--- config.mk ---
export PLATFORM = sky130hd
export DESIGN_NAME = irx_regs
export DESIGN_NICKNAME = d
export VERILOG_FILES = /design/src/logic/irx_pkg.sv /design/src/logic/irx_regs.sv
export SDC_FILE = /design/constraint.sdc
export NUM_CORES = 1
export LEC_CHECK = 0
export BUFFER_PORTS_ARGS = -buffer_cell sky130_fd_sc_hd__buf_2
export CAP_MARGIN = 15
export CELL_PAD_IN_SITES_DETAIL_PLACEMENT = 1
export CELL_PAD_IN_SITES_GLOBAL_PLACEMENT = 1
export CORE_AREA = 8 8 100 102
export CTS_BUF_LIST = sky130_fd_sc_hd__clkbuf_8
export DETAILED_ROUTE_END_ITERATION = 6
export DIE_AREA = 0 0 108 110
export GPL_TIMING_DRIVEN = 0
export PLACE_DENSITY_LB_ADDON = 0.25
export SYNTH_ARGS = -nofsm -noshare
export SYNTH_HDL_FRONTEND = slang
export SYNTH_SLANG_ARGS = --single-unit
--- constraint.sdc ---
create_clock -name CLK_SYS -period 3.62 [get_ports CLK_SYS]
set_input_delay 0.543 -clock CLK_SYS [delete_from_list [all_inputs] [get_ports CLK_SYS]]
set_output_delay 0.543 -clock CLK_SYS [all_outputs]
set_load 0.02 [all_outputs]
--- src/logic/irx_pkg.sv ---
// package for the receiver event and control register group
// assumes a byte-wide host port with an 8-bit address and a device clock
package irx_pkg;
	localparam logic [7:0] ADDR_EVENT_ACK = 8'h4c;
	localparam logic [7:0] ADDR_EVENT_EN = 8'h50;
	localparam logic [7:0] ADDR_RECEIVE_CHANNEL_NUMBER_CTL = 8'h54;
	localparam int EVENT_BITS = 11;
	localparam logic [10:0] EVENT_EN_RESET = 11'h000;
	localparam logic [10:0] LVL_HUNDRED_LEFT = 11'h39c;
	localparam logic [10:0] LVL_QUARTER_LEFT = 11'h300;
	localparam logic [10:0] LVL_HALF = 11'h200;
	localparam logic [10:0] LVL_FULL = 11'h400;
	localparam int BIT_HUNDRED = 10;
	localparam int BIT_QUARTER = 9;
	localparam int BIT_HALF = 8;
	localparam int BIT_FULL = 7;
	localparam int BIT_EMPTY = 6;
	localparam int BIT_FSYNC = 5;
	localparam int BIT_ORDER = 4;
	localparam int BIT_CHECK = 3;
	localparam int BIT_TAG = 2;
	localparam int BIT_DONE = 1;
	localparam int BIT_STATUS_QUEUE_OVERRUN = 0;
	localparam int RATE_LSB = 16;
	localparam int TAG_LSB = 14;
	localparam int RECEIVE_CHANNEL_NUMBER_LSB = 8;
	localparam int RESULT_LSB = 4;
	localparam int SYNC_LSB = 28;
	localparam logic [3:0] RESULT_OK = 4'h1;
	localparam logic [3:0] RESULT_DATA_ERR = 4'hd;
	localparam logic [1:0] TAG_RESET = 2'h0;
	localparam logic [5:0] RECEIVE_CHANNEL_NUMBER_RESET = 6'h00;
	// one received packet as reported by the datapath
	typedef struct packed {
		logic done;
		logic [5:0] receive_channel_number;
		logic [1:0] tag;
		logic [1:0] rate;
		logic [3:0] sync;
		logic has_data;
		logic data_bad;
		logic crc_bad;
		logic hdr_bad;
	} irx_pkt_t;
	// host register access
	typedef struct packed {
		logic wr;
		logic rd;
		logic [7:0] addr;
		logic [1:0] lane;
		logic [7:0] wdata;
	} irx_host_t;
endpackage

--- src/logic/irx_regs.sv ---
// receiver event, event enable and channel control registers
// host side writes one byte lane per cycle; datapath status synchronous to CLK_SYS
// Notes on behaviour
// - bit 10 set at 924 quadlets
// - bit 9 set at 768 quadlets
// - bit 8 set at 512 quadlets
// - bit 7 set when buffer becomes full
// - bit 6 set when buffer becomes empty
// - bit 5 set on frame-sync pulse
// - bit 4 set on block sequence gap
// - bit 3 set on packet CRC failure
// - bad header tag drops packet, bit 2
// - bit 1 set per finished packet matching the programmed channel and tag
// - bit 0 set on status queue overrun
// - eleven enables, all clear after reset
// - last packet rate at bits 17..16
// - accept only packets matching tag field
// - receive only on programmed channel
// - result code of last packet, bits 7..4
// - code 0001 means accepted
// - 1101 data error, only with payload
// - sync code held at bits 31..28
// - sync bit 1 drives key pin
module irx_regs (
	// clock and reset
	input wire logic CLK_SYS,
	input wire logic RST_N,
	// host register port
	input wire irx_pkg::irx_host_t HOST,
	output logic [7:0] HOST_RDATA,
	// receive datapath status
	input wire logic [10:0] FILL_LEVEL,
	input wire logic FSYNC_PULSE,
	input wire logic SEQ_GAP,
	input wire logic STATUS_OVERRUN,
	input wire irx_pkg::irx_pkt_t PKT,
	input wire logic APP_PKT_OUT,
	// results
	output logic PKT_ACCEPT,
	output logic PORT_KEY_SELECT_PIN,
	output logic IRQ
);
	import irx_pkg::*;

	logic rst_s1_r, rst_s2_r;
	always_ff @(posedge CLK_SYS or negedge RST_N) begin
		if (!RST_N) begin
			rst_s1_r <= 1'b0;
			rst_s2_r <= 1'b0;
		end else begin
			rst_s1_r <= 1'b1;
			rst_s2_r <= rst_s1_r;
		end
	end
	wire rst_n = rst_s2_r;

	logic [10:0] event_r, event_nxt, enable_r;
	logic [1:0] tag_r, rate_r;
	logic [5:0] receive_channel_number_r;
	logic [3:0] result_r, sync_r;
	logic [10:0] fill_prev_r;
	logic accept_r, key_r, irq_r, seen_pkt_r;
	logic [7:0] rdata_r;

	// level crossing detection on the fill count
	wire rise_hundred = FILL_LEVEL >= LVL_HUNDRED_LEFT && fill_prev_r < LVL_HUNDRED_LEFT;
	wire rise_quarter = FILL_LEVEL >= LVL_QUARTER_LEFT && fill_prev_r < LVL_QUARTER_LEFT;
	wire rise_half = FILL_LEVEL >= LVL_HALF && fill_prev_r < LVL_HALF;
	wire rise_full = FILL_LEVEL == LVL_FULL && fill_prev_r != LVL_FULL;
	wire fall_empty = FILL_LEVEL == 11'h000 && fill_prev_r != 11'h000;

	// packet filter on channel and tag
	wire pkt_match = PKT.done && PKT.receive_channel_number == receive_channel_number_r && PKT.tag == tag_r;
	wire pkt_good = pkt_match && !PKT.hdr_bad;

	wire [10:0] ev_set;
	assign ev_set[BIT_HUNDRED] = rise_hundred;
	assign ev_set[BIT_QUARTER] = rise_quarter;
	assign ev_set[BIT_HALF] = rise_half;
	assign ev_set[BIT_FULL] = rise_full;
	assign ev_set[BIT_EMPTY] = fall_empty;
	assign ev_set[BIT_FSYNC] = FSYNC_PULSE;
	assign ev_set[BIT_ORDER] = SEQ_GAP;
	assign ev_set[BIT_CHECK] = pkt_match && PKT.crc_bad;
	assign ev_set[BIT_TAG] = pkt_match && PKT.hdr_bad;
	assign ev_set[BIT_DONE] = pkt_match;
	assign ev_set[BIT_STATUS_QUEUE_OVERRUN] = STATUS_OVERRUN;

	// byte-lane write strobes
	wire wr_ack = HOST.wr && HOST.addr == ADDR_EVENT_ACK;
	wire wr_en = HOST.wr && HOST.addr == ADDR_EVENT_EN;
	wire wr_ctl = HOST.wr && HOST.addr == ADDR_RECEIVE_CHANNEL_NUMBER_CTL;
	wire [31:0] wmask = 32'h0000_00ff << {HOST.lane, 3'b000};
	wire [31:0] wword = {4{HOST.wdata}};
	wire [10:0] ack_clr = wr_ack ? (wword[10:0] & wmask[10:0]) : 11'h000;

	// write-one clears, a new event wins
	assign event_nxt = (event_r & ~ack_clr) | ev_set;

	wire [3:0] pkt_result = (PKT.has_data && (PKT.data_bad || PKT.crc_bad)) ?
		RESULT_DATA_ERR : RESULT_OK;

	// register read mux
	wire [31:0] ctl_word = ({28'h0, sync_r} << SYNC_LSB) | ({30'h0, rate_r} << RATE_LSB) |
		({30'h0, tag_r} << TAG_LSB) | ({26'h0, receive_channel_number_r} << RECEIVE_CHANNEL_NUMBER_LSB) |
		({28'h0, result_r} << RESULT_LSB);
	wire [31:0] rd_word;
	assign rd_word = HOST.addr == ADDR_EVENT_ACK ? {21'h0, event_r} :
		HOST.addr == ADDR_EVENT_EN ? {21'h0, enable_r} :
		HOST.addr == ADDR_RECEIVE_CHANNEL_NUMBER_CTL ? ctl_word : 32'h0;
	wire [7:0] rd_byte = 8'(rd_word >> {HOST.lane, 3'b000});

	always_ff @(posedge CLK_SYS or negedge rst_n) begin
		if (!rst_n) begin
			event_r <= 11'h000;
			fill_prev_r <= 11'h000;
		end else begin
			event_r <= event_nxt;
			fill_prev_r <= FILL_LEVEL;
		end
	end

	// enables clear after reset, written per byte lane
	wire [10:0] enable_wr = (enable_r & ~wmask[10:0]) | (wword[10:0] & wmask[10:0]);
	wire [10:0] enable_nxt = wr_en ? enable_wr : enable_r;
	always_ff @(posedge CLK_SYS or negedge rst_n) begin
		if (!rst_n) begin
			enable_r <= EVENT_EN_RESET;
		end else begin
			enable_r <= enable_nxt;
		end
	end

	// writable tag and channel fields, lane 1 only
	wire ctl_lane1 = wr_ctl && HOST.lane == 2'h1;
	wire [1:0] tag_nxt = ctl_lane1 ? HOST.wdata[7:6] : tag_r;
	wire [5:0] receive_channel_number_nxt = ctl_lane1 ? HOST.wdata[5:0] : receive_channel_number_r;
	always_ff @(posedge CLK_SYS or negedge rst_n) begin
		if (!rst_n) begin
			tag_r <= TAG_RESET;
			receive_channel_number_r <= RECEIVE_CHANNEL_NUMBER_RESET;
		end else begin
			tag_r <= tag_nxt;
			receive_channel_number_r <= receive_channel_number_nxt;
		end
	end

	wire [1:0] rate_nxt = pkt_good ? PKT.rate : rate_r;
	wire [3:0] result_nxt = pkt_good ? pkt_result : result_r;
	wire [3:0] sync_nxt = pkt_good ? PKT.sync : sync_r;
	always_ff @(posedge CLK_SYS or negedge rst_n) begin
		if (!rst_n) begin
			rate_r <= 2'h0;
			result_r <= 4'h0;
			sync_r <= 4'h0;
		end else begin
			rate_r <= rate_nxt;
			result_r <= result_nxt;
			sync_r <= sync_nxt;
		end
	end

	// marks that a packet has updated the status fields
	always_ff @(posedge CLK_SYS or negedge rst_n) begin
		if (!rst_n) begin
			seen_pkt_r <= 1'b0;
		end else begin
			seen_pkt_r <= seen_pkt_r | pkt_good;
		end
	end

	always_ff @(posedge CLK_SYS or negedge rst_n) begin
		if (!rst_n) begin
			accept_r <= 1'b0;
			key_r <= 1'b0;
			irq_r <= 1'b0;
			rdata_r <= 8'h00;
		end else begin
			accept_r <= pkt_good;
			// key select while packet is output
			key_r <= APP_PKT_OUT & sync_r[1];
			irq_r <= |(event_nxt & enable_nxt);
			rdata_r <= HOST.rd ? rd_byte : rdata_r;
		end
	end

	assign HOST_RDATA = rdata_r;
	assign PKT_ACCEPT = accept_r;
	assign PORT_KEY_SELECT_PIN = key_r;
	assign IRQ = irq_r;

	a_full_event: assert property (@(posedge CLK_SYS) disable iff (!rst_n)
		(FILL_LEVEL == LVL_FULL && fill_prev_r != LVL_FULL) |=> event_r[BIT_FULL])
		else $error("full event not latched");
	a_hundred_event: assert property (@(posedge CLK_SYS) disable iff (!rst_n)
		$rose(FILL_LEVEL >= LVL_HUNDRED_LEFT) |=> event_r[BIT_HUNDRED])
		else $error("hundred-left event not latched");
	a_fsync_event: assert property (@(posedge CLK_SYS) disable iff (!rst_n)
		FSYNC_PULSE |=> event_r[BIT_FSYNC])
		else $error("frame sync event missing");
	a_ack_clear: assert property (@(posedge CLK_SYS) disable iff (!rst_n)
		(wr_ack && ack_clr[BIT_DONE] && !ev_set[BIT_DONE]) |=> !event_r[BIT_DONE])
		else $error("acknowledge did not clear");
	a_irq_gate: assert property (@(posedge CLK_SYS) disable iff (!rst_n)
		IRQ == |(event_r & enable_r))
		else $error("irq does not follow enabled events");
	a_tag_drop: assert property (@(posedge CLK_SYS) disable iff (!rst_n)
		(PKT.done && PKT.hdr_bad) |=> !PKT_ACCEPT)
		else $error("faulty header accepted");
	a_receive_channel_number_filter: assert property (@(posedge CLK_SYS) disable iff (!rst_n)
		(PKT.done && PKT.receive_channel_number != receive_channel_number_r) |=> !PKT_ACCEPT && $stable(result_r))
		else $error("foreign channel taken");
	a_result_code: assert property (@(posedge CLK_SYS) disable iff (!rst_n)
		(pkt_good && !PKT.has_data) |=> result_r == RESULT_OK)
		else $error("data error without payload");
	a_key_pin: assert property (@(posedge CLK_SYS) disable iff (!rst_n)
		(APP_PKT_OUT && sync_r[1]) ##1 $stable(sync_r) |-> PORT_KEY_SELECT_PIN)
		else $error("key pin not driven");

	// fill level and datapath events
	a_quarter_event: assert property (@(posedge CLK_SYS) disable iff (!rst_n)
		$rose(FILL_LEVEL >= LVL_QUARTER_LEFT) |=> event_r[BIT_QUARTER])
		else $error("quarter-left event not latched");
	a_half_event: assert property (@(posedge CLK_SYS) disable iff (!rst_n)
		$rose(FILL_LEVEL >= LVL_HALF) |=> event_r[BIT_HALF])
		else $error("half event not latched");
	a_empty_event: assert property (@(posedge CLK_SYS) disable iff (!rst_n)
		$fell(FILL_LEVEL != 11'h000) |=> event_r[BIT_EMPTY])
		else $error("empty event not latched");
	a_order_event: assert property (@(posedge CLK_SYS) disable iff (!rst_n)
		SEQ_GAP |=> event_r[BIT_ORDER])
		else $error("sequence gap event missing");
	a_overrun_event: assert property (@(posedge CLK_SYS) disable iff (!rst_n)
		STATUS_OVERRUN |=> event_r[BIT_STATUS_QUEUE_OVERRUN])
		else $error("overrun event missing");

	// packet events and acknowledge
	a_check_event: assert property (@(posedge CLK_SYS) disable iff (!rst_n)
		(pkt_match && PKT.crc_bad) |=> event_r[BIT_CHECK])
		else $error("crc event missing");
	a_done_event: assert property (@(posedge CLK_SYS) disable iff (!rst_n)
		pkt_match |=> event_r[BIT_DONE])
		else $error("packet done event missing");
	a_event_hold: assert property (@(posedge CLK_SYS) disable iff (!rst_n)
		!wr_ack |=> (event_r & $past(event_r)) == $past(event_r))
		else $error("event lost without acknowledge");
	a_set_wins: assert property (@(posedge CLK_SYS) disable iff (!rst_n)
		(wr_ack && ack_clr[BIT_DONE] && ev_set[BIT_DONE]) |=> event_r[BIT_DONE])
		else $error("clear beat a new event");

	// enable and control writes
	a_enable_low: assert property (@(posedge CLK_SYS) disable iff (!rst_n)
		(wr_en && HOST.lane == 2'h0) |=> enable_r[7:0] == $past(HOST.wdata))
		else $error("low enable byte not written");
	a_enable_high: assert property (@(posedge CLK_SYS) disable iff (!rst_n)
		(wr_en && HOST.lane == 2'h1) |=> enable_r[10:8] == $past(HOST.wdata[2:0]))
		else $error("high enable bits not written");
	a_receive_channel_number_write: assert property (@(posedge CLK_SYS) disable iff (!rst_n)
		(wr_ctl && HOST.lane == 2'h1) |=> receive_channel_number_r == $past(HOST.wdata[5:0]) &&
		tag_r == $past(HOST.wdata[7:6]))
		else $error("channel and tag not written");

	// status of received packets
	a_rate_capture: assert property (@(posedge CLK_SYS) disable iff (!rst_n)
		pkt_good |=> rate_r == $past(PKT.rate))
		else $error("rate not captured");
	a_sync_capture: assert property (@(posedge CLK_SYS) disable iff (!rst_n)
		pkt_good |=> sync_r == $past(PKT.sync))
		else $error("sync code not captured");
	a_tag_filter: assert property (@(posedge CLK_SYS) disable iff (!rst_n)
		(PKT.done && PKT.tag != tag_r) |=> !PKT_ACCEPT && $stable(sync_r))
		else $error("foreign tag taken");
	a_result_legal: assert property (@(posedge CLK_SYS) disable iff (!rst_n)
		result_r == RESULT_OK || result_r == RESULT_DATA_ERR || !seen_pkt_r)
		else $error("reserved result code");
	a_result_ok: assert property (@(posedge CLK_SYS) disable iff (!rst_n)
		(pkt_good && !PKT.data_bad && !PKT.crc_bad) |=> result_r == RESULT_OK)
		else $error("clean packet not reported ok");
	a_result_data: assert property (@(posedge CLK_SYS) disable iff (!rst_n)
		(pkt_good && PKT.has_data && PKT.data_bad) |=> result_r == RESULT_DATA_ERR)
		else $error("payload error not reported");
	a_status_idle: assert property (@(posedge CLK_SYS) disable iff (!rst_n)
		!seen_pkt_r |-> rate_r == 2'h0 && result_r == 4'h0 && sync_r == 4'h0)
		else $error("status set before first packet");
	a_accept_pulse: assert property (@(posedge CLK_SYS) disable iff (!rst_n)
		PKT_ACCEPT |-> $past(PKT.done && !PKT.hdr_bad))
		else $error("accept without good packet");
	a_key_low: assert property (@(posedge CLK_SYS) disable iff (!rst_n)
		!APP_PKT_OUT |=> !PORT_KEY_SELECT_PIN)
		else $error("key pin driven while idle");
	a_key_follow: assert property (@(posedge CLK_SYS) disable iff (!rst_n)
		(APP_PKT_OUT && !sync_r[1]) |=> !PORT_KEY_SELECT_PIN)
		else $error("key pin does not follow sync bit");
endmodule // irx_regs

==> results of run 1 <==
[critical path: cells and delay by family]
family,cells,cell delay [ns]
AOI/OAI and AO/OA,2,0.46
muxes,1,0.39
and+or+nand+nor,3,1.04
buffers and inverters,1,0.14
[cell families (layout without fill, tap and decap cells)]
group                     count (synthesis)  in the layout  share of synthesized area, %
muxes                                    26             26                          10.4
DFF                                      62             62                          54.4
xor gates and xnor gates                  8              8                          2.46
other                                     1              1                         0.131
AOI/OAI and AO/OA                        49             49                          13.3
and+or+nand+nor                          81             81                          17.5
buffers and inverters                    13             96                          1.80
[power by group]
part / leakage (nW) / switching [mW] / internal [mW]
clock: 0.0866 / 0.287 / 0.244
combinational: 0.763 / 0.0723 / 0.0536
sequential: 0.779 / 0.0184 / 0.716
total: 1.63 / 0.378 / 1.01
[placed cells by master, fill, tap and decap left out, types with 5 or more instances in the layout]
cell type  instances
a21oi_1            7
a22oi_1            6
buf_2             66
clkbuf_8           9
dfrtp_1           61
inv_1              7
mux2_2            17
nand2_1           15
nand3_1            5
nand4_1            5
nor2_1            17
xnor2_1            8
[per-stage QoR]
step	hold WS [ns]	instances
finish	0.270	431
global route	0.303	431
CTS	0.286	430
detailed placement	0.278	413
global placement	0.328	412
floorplan	0.247	240
[repair_timing]
action / in CTS / in global routing
hold endpoints to repair: 2 / 0
hold buffers: 1 / 0
endpoints found under the setup margin: 0 / 0
setup buffers: 0 / 0
[cell type report]
cell class                      count  area, sq um
Sequential cell                    62         1550
Fill cell                         955         4950
Tap cell                          108          135
Timing Repair Buffer               67          358
Multi-Input combinational cell    165         1250
Buffer                              7         28.8
Clock inverter                      7         42.5
Inverter                            6         22.5
Clock buffer                        9          124
[worst paths after layout]
| path | startpoint | to | slack (ns) | depth (start not counted) |
|---|---|---|---|---|
| max in group asynchronous | rst_n$_DFF_PN0_ | event_r[8]$_DFF_PN0_ | 2.75 | 1 |
| worst max register to register | tag_r[0]$_DFFE_PN0P_ | rate_r[1]$_DFFE_PN0P_ | 1.58 | 5 |
| min in group CLK_SYS | FILL_LEVEL[0] | fill_prev_r[0]$_DFF_PN0_ | 0.31 | 1 |
| worst max-delay path | HOST[13] | IRQ$_DFF_PN0_ | 1.24 | 7 |
| worst min-delay path | rst_n$_DFF_PN0_ | HOST_RDATA[6]$_DFFE_PN0P_ | 0.27 | 0 |
| worst min register to register | rst_n$_DFF_PN0_ | HOST_RDATA[6]$_DFFE_PN0P_ | 0.27 | 0 |
[state kept, by name (all words and copies together) (netlist names), 2 cells and up]
| signal | count |
|---|---|
| HOST_RDATA | 8 |
| enable_r | 11 |
| event_r | 11 |
| fill_prev_r | 11 |
| rate_r | 2 |
| receive_channel_number_r | 6 |
| result_r | 2 |
| sync_r | 4 |
| tag_r | 2 |
[routing by layer]
metal	share of wire, %	vias up	track usage, %
met3	4.9	10	3.20
met4	1.4	0	5.95
met1	44	1165	18.5
met5	0	-	0
li1	-	1070	-
met2	49	48	23.8
==> impl_metrics.csv, run 1 <==
group,metric,value,unit
status,status,"completed",
grt,grt_max_degree,38,
synthesis,syn_avg_cell_area,11.9,sq um
placement,placed_cell_area,3330,sq um
synthesis,synth_top_cells_by_count,"dfrtp_1 (62), mux2_2 (17), nor2_1 (17), nand2_1 (15), xnor2_1 (8)",
clocking,cts.path.max_buffers,2,
synthesis,ys.flop_type,"dfrtp_1",
timing,worst_pin_slew,0.594,ns
synthesis,synthTopCellsByArea,"dfrtp_1 (54%), mux2_2 (6.7%), xnor2_1 (2.5%)",
timing,max_slew_margin,60.1,%
timing,slew_violations,0,
grt,track_usage,14.6,%
clocking,cts-root-buf,"clkbuf_8",
setup_path,critical_path_class,"primary input to register",
grt,grt_pass1_wl,13300,microns
timing,fin_crit,2.38,ns
grt,grt_overflow_total,0,
timing,setup_tns,0,ns
synthesis,synth_edf_count,0,
synthesis,ys_warn_count,0,
synthesis,netlist_instances,240,
detailed_routing,via_count,2293,
setup_path,worst_path_max_delay_cell,"nor4_4",
clocking,tritoncts,"done",
power,peakVddDrop,0.171,mV
setup_path,critPathRequiredTime,3.83,ns
timing,rsz0062_at_grt,"false",
timing,max_freq,421,MHz
clocking,numCtsBuffers,9,
placement,dp.final_hpwl,6440,microns
timing,finalSetupViolations,0,
synthesis,yosysTopAreaCellShare,54.4,%
detailed_routing,drt_pre_antenna_iters,4,
setup_path,start_kind,"primary input",
timing,final.period_utilization,65.7,%
synthesis,synth_seq_cells,62,
clocking,cts_num_sinks,62,
final_layout,drive_gt1_share,35.6,%
grt,first_global_vias,2512,
setup_path,path_cells,"buf_2 > nor4_4 > nand4_1 > mux2_4 > a32o_1 > a221oi_2 > nand3_1",
timing,hold_viol_final,0,
clocking,cts_max_level,3,
setup_path,crit_path_max_incr_delay,0.57,ns
synthesis,syn_area,2850,sq um
die,num_io_pins,67,
timing,final.setup.worst_slack,1.24,ns
detailed_routing,drc,0,
final_layout,stdcell_area,3510,sq um
die,die_w,108,microns
final_layout,fin_util,41.5,%
job,max-cap-violations,0,
clocking,postCtsResizedCells,0,
detailed_routing,antenna_left,0,
detailed_routing,drt-wirelength-per-cell,19.2,microns
worst_hold_path,hp-class,"register to asynchronous set/reset pin",
synthesis,yosysTopAreaCell,"dfrtp_1",
final_layout,area_growth,23.2,%
power,powerDensity,396,nW/um^2
placement,gp_congestion,0.788,
detailed_routing,drt-initial-drc-count,86,
setup_path,critPathCaptureType,"register",
synthesis,async_flop_share,100,%
die,rows,34,
synthesis,synth_seq_area_share,54.4,%
synthesis,ys_types,58,
synthesis,synth_fp_nets,296,
placement,pre_cts_ws,0.891,ns
clocking,clk_latency,0.35,ns
grt,antenna_found_initial,0,
die,core,8470,sq um
final_layout,diodes,0,
synthesis,synth.most_common_cell,"dfrtp_1",
setup_path,path_max_fanout,8,
die,fp.dieArea,11900,sq um
power,total_power,1.39,mW
setup_path,worst-endpoint-arrival,2.58,ns
final_layout,fin_nets,374,
die,die_h,110,microns
die,start_util,33.7,%
power,leakagePower,1.63,nW
placement,io_buffers,64,
detailed_routing,viasPerCell,5.32,
clocking,clkTransAtPathRegs,0.08,ns
timing,final.setup_skew,0.0116,ns
detailed_routing,wl,8270,microns
(Power assumes the default switching activity.)
==> run 2, diff against run 1 <==
--- a/config.mk
+++ b/config.mk
@@ -5,14 +5,15 @@
 export SDC_FILE = /design/constraint.sdc
 export NUM_CORES = 1
 export LEC_CHECK = 0
+export ABC_AREA = 1
 export BUFFER_PORTS_ARGS = -buffer_cell sky130_fd_sc_hd__buf_2
 export CAP_MARGIN = 15
 export CELL_PAD_IN_SITES_DETAIL_PLACEMENT = 1
 export CELL_PAD_IN_SITES_GLOBAL_PLACEMENT = 1
-export CORE_AREA = 8 8 100 102
+export CORE_AREA = 8 8 107 109
 export CTS_BUF_LIST = sky130_fd_sc_hd__clkbuf_8
 export DETAILED_ROUTE_END_ITERATION = 6
-export DIE_AREA = 0 0 108 110
+export DIE_AREA = 0 0 115 117
 export GPL_TIMING_DRIVEN = 0
 export PLACE_DENSITY_LB_ADDON = 0.25
 export SYNTH_ARGS = -nofsm -noshare
==> constraint.sdc (replaced) <==
create_clock -name CLK_SYS -period 2.15 [get_ports CLK_SYS]
set_input_delay 0.3225 -clock CLK_SYS [delete_from_list [all_inputs] [get_ports CLK_SYS]]
set_output_delay 0.3225 -clock CLK_SYS [all_outputs]
set_load 0.02 [all_outputs]
==> impl_metrics.csv, run 2 <==
group,metric,value,unit
synthesis,syn_area,3350,sq um
worst_hold_path,hold_end,"fill_prev_r[6]$_DFF_PN0_",
final_layout,diodes,0,
detailed_routing,wl,10000,microns
clocking,numCtsBuffers,9,
setup_path,worstRegToRegCells,8,
synthesis,syn_avg_cell_area,7.39,sq um
final_layout,drive_gt1_share,23.6,%
timing,max_slew_margin,62.5,%
setup_path,ff2ff_setup_slack,0.49,ns
die,rows,37,
die,start_util,33.8,%
detailed_routing,via_count,3121,
timing,fin_crit,1.66,ns
status,status,"completed",
grt,antenna_found_initial,0,
timing,finalSetupViolations,0,
synthesis,netlist_instances,453,
final_layout,fin_nets,587,
setup_path,critPathCaptureType,"register",
synthesis,async_flop_share,100,%
clocking,clk_latency,0.35,ns
clocking,cts.path.max_buffers,2,
synthesis,synth_top_cells_by_count,"nand2_1 (149), inv_1 (65), dfrtp_1 (62), nor2_1 (44), nand3_1 (25)",
die,die_w,115,microns
synthesis,yosysTopAreaCellShare,46.4,%
placement,gp_congestion,0.802,
placement,pre_cts_ws,0.235,ns
grt,grt_pass1_wl,16700,microns
clocking,cts_max_level,3,
setup_path,worst-endpoint-arrival,1.92,ns
final_layout,final_cell_count_no_fill,671,
setup_path,critical_path_class,"register to register",
final_layout,biggestRegsByFlops,"enable_r: 11 flops, event_r: 11 flops, fill_prev_r: 11 flops",
timing,hold_viol_final,0,
timing,final.setup.worst_slack,0.494,ns
timing,final.setup_skew,0.0120,ns
power,leakagePower,2.21,nW
synthesis,synth_fp_nets,509,
synthesis,yosysTopAreaCell,"dfrtp_1",
job,max-cap-violations,0,
worst_hold_path,min_delay_path_depth,1,
grt,first_global_vias,3451,
die,num_io_pins,67,
power,peakVddDrop,0.328,mV
setup_path,start_kind,"register",
timing,final.period_utilization,77.0,%
synthesis,synth_seq_cells,62,
synthesis,synth_seq_area_share,46.4,%
synthesis,ys_types,34,
synthesis,ys_warn_count,0,
clocking,cts-root-buf,"clkbuf_8",
power,total_power,2.52,mW
final_layout,final_cell_mix,"nand2_1 (149), inv_1 (67), buf_2 (66)",
placement,placed_cell_area,3860,sq um
grt,grt_max_degree,39,
timing,rsz0062_at_grt,"false",
placement,dp.final_hpwl,8220,microns
final_layout,area_growth,21.4,%
clocking,tritoncts,"done",
power,powerDensity,621,nW/um^2
final_layout,stdcell_area,4060,sq um
worst_hold_path,hp-start,"FILL_LEVEL[6]",
die,fp.dieArea,13500,sq um
clocking,cts_num_sinks,62,
synthesis,synth.most_common_cell,"nand2_1",
placement,numPlacedInstances,655,
detailed_routing,drt_pre_antenna_iters,4,
synthesis,ys.flop_type,"dfrtp_1",
timing,max_freq,604,MHz
synthesis,synth_edf_count,0,
clocking,post_cts_buffers,0,
placement,io_buffers,65,
synthesis,synthTopCellsByArea,"dfrtp_1 (46%), nand2_1 (17%), inv_1 (7.3%)",
setup_path,path_max_fanout,9,
grt,grt_overflow_total,0,
detailed_routing,drc,0,
worst_hold_path,hp-class,"primary input to register",
timing,worst_hold_slack,0.0976,ns
clocking,clkTransAtPathRegs,0.07,ns
die,core,9910,sq um
setup_path,r2r_end,"sync_r[3]$_DFFE_PN0P_",
grt,track_usage,16.1,%
detailed_routing,viasPerCell,4.65,
die,die_h,117,microns
setup_path,critPathRequiredTime,2.42,ns
setup_path,r2r_start,"receive_channel_number_r[4]$_DFFE_PN0P_",
timing,worst_pin_slew,0.562,ns
detailed_routing,antenna_left,0,
detailed_routing,drt-initial-drc-count,109,
timing,slew_violations,0,
detailed_routing,drt-wirelength-per-cell,15.0,microns
final_layout,final_common_cell,"nand2_1",
## run 2: cell types whose count changed after synthesis, moves of 12 or more
cell     delta
o21ai_0    +14
inv_2      +12
nand2_1   +134
nand3_1    +20
inv_1      +59
mux2_2     -17
nor2_1     +27
## run 2: kinds of logic after synthesis
family,count (synthesis),synth area share (%)
xor gates and xnor gates,2,0.524
other,1,0.112
buffers and inverters,83,9.87
DFF,62,46.4
and+or+nand+nor,242,31.8
AOI/OAI and AO/OA,63,11.3
## run 2: area by class of cell
cell class | instances | area (sq um)
Tap cell | 136 | 170
Clock buffer | 10 | 138
Buffer | 5 | 35.0
Inverter | 78 | 295
Clock inverter | 5 | 52.6
Sequential cell | 62 | 1550
Fill cell | 1283 | 5840
Timing Repair Buffer | 67 | 355
Multi-Input combinational cell | 308 | 1460
## run 2: how the worst max path moves through the flow
stage / slack [ns] / end / startpoint / depth (start not counted)
6_report: 0.49 / sync_r[3]$_DFFE_PN0P_ / receive_channel_number_r[4]$_DFFE_PN0P_ / 8
5_1_grt: 0.27 / sync_r[0]$_DFFE_PN0P_ / tag_r[0]$_DFFE_PN0P_ / 11
4_1_cts: 0.47 / sync_r[3]$_DFFE_PN0P_ / receive_channel_number_r[4]$_DFFE_PN0P_ / 8
3_5_place_dp: 0.24 / IRQ$_DFF_PN0_ / HOST[11] / 13
3_3_place_gp: -0.48 / PKT_ACCEPT$_DFF_PN0_ / rst_n$_DFF_PN0_ / 0
2_1_floorplan: 0.30 / HOST_RDATA[0]$_DFFE_PN0P_ / rst_n$_DFF_PN0_ / 0
## run 2: where the power goes
part / internal (mW) / switching (mW) / leakage, nW
clock network: 0.552 / 0.461 / 0.0970
logic: 0.101 / 0.173 / 1.39
registers: 1.21 / 0.0316 / 0.723
total: 1.86 / 0.665 / 2.21
## run 2: per-stage QoR
stage | TNS, ns | utilization, %
6_report | 0 | 41.0
5_1_grt | 0 | 41.0
4_1_cts | 0 | 41.0
3_5_place_dp | 0 | 39.0
3_3_place_gp | -28.34 | 38.8
2_1_floorplan | 0 | -
## run 2: layer usage
layer | routed length, microns | vias to the layer above | global-route usage [%]
li1 | - | 1553 | -
met1 | 4320 | 1492 | 18.4
met2 | 5020 | 64 | 29.0
met3 | 560 | 12 | 3.75
met4 | 140 | 0 | 5.52
met5 | 0 | - | 0
## run 2: what timing repair did
item / in CTS / in global routing
gates resized for setup: 0 / 0
hold buffers: 1 / 0
endpoints found under the hold margin: 2 / 0
setup endpoints to repair: 0 / 0
## run 2: critical path, stage by stage (launching register included)
cell and delay [ns]:
dfrtp_1 0.41, xor2_1 0.18, nor2_1 0.17, nand3_1 0.19, inv_1 0.09, nand2_1 0.20, inv_2 0.20, nand2_1 0.06
o21ai_0 0.08
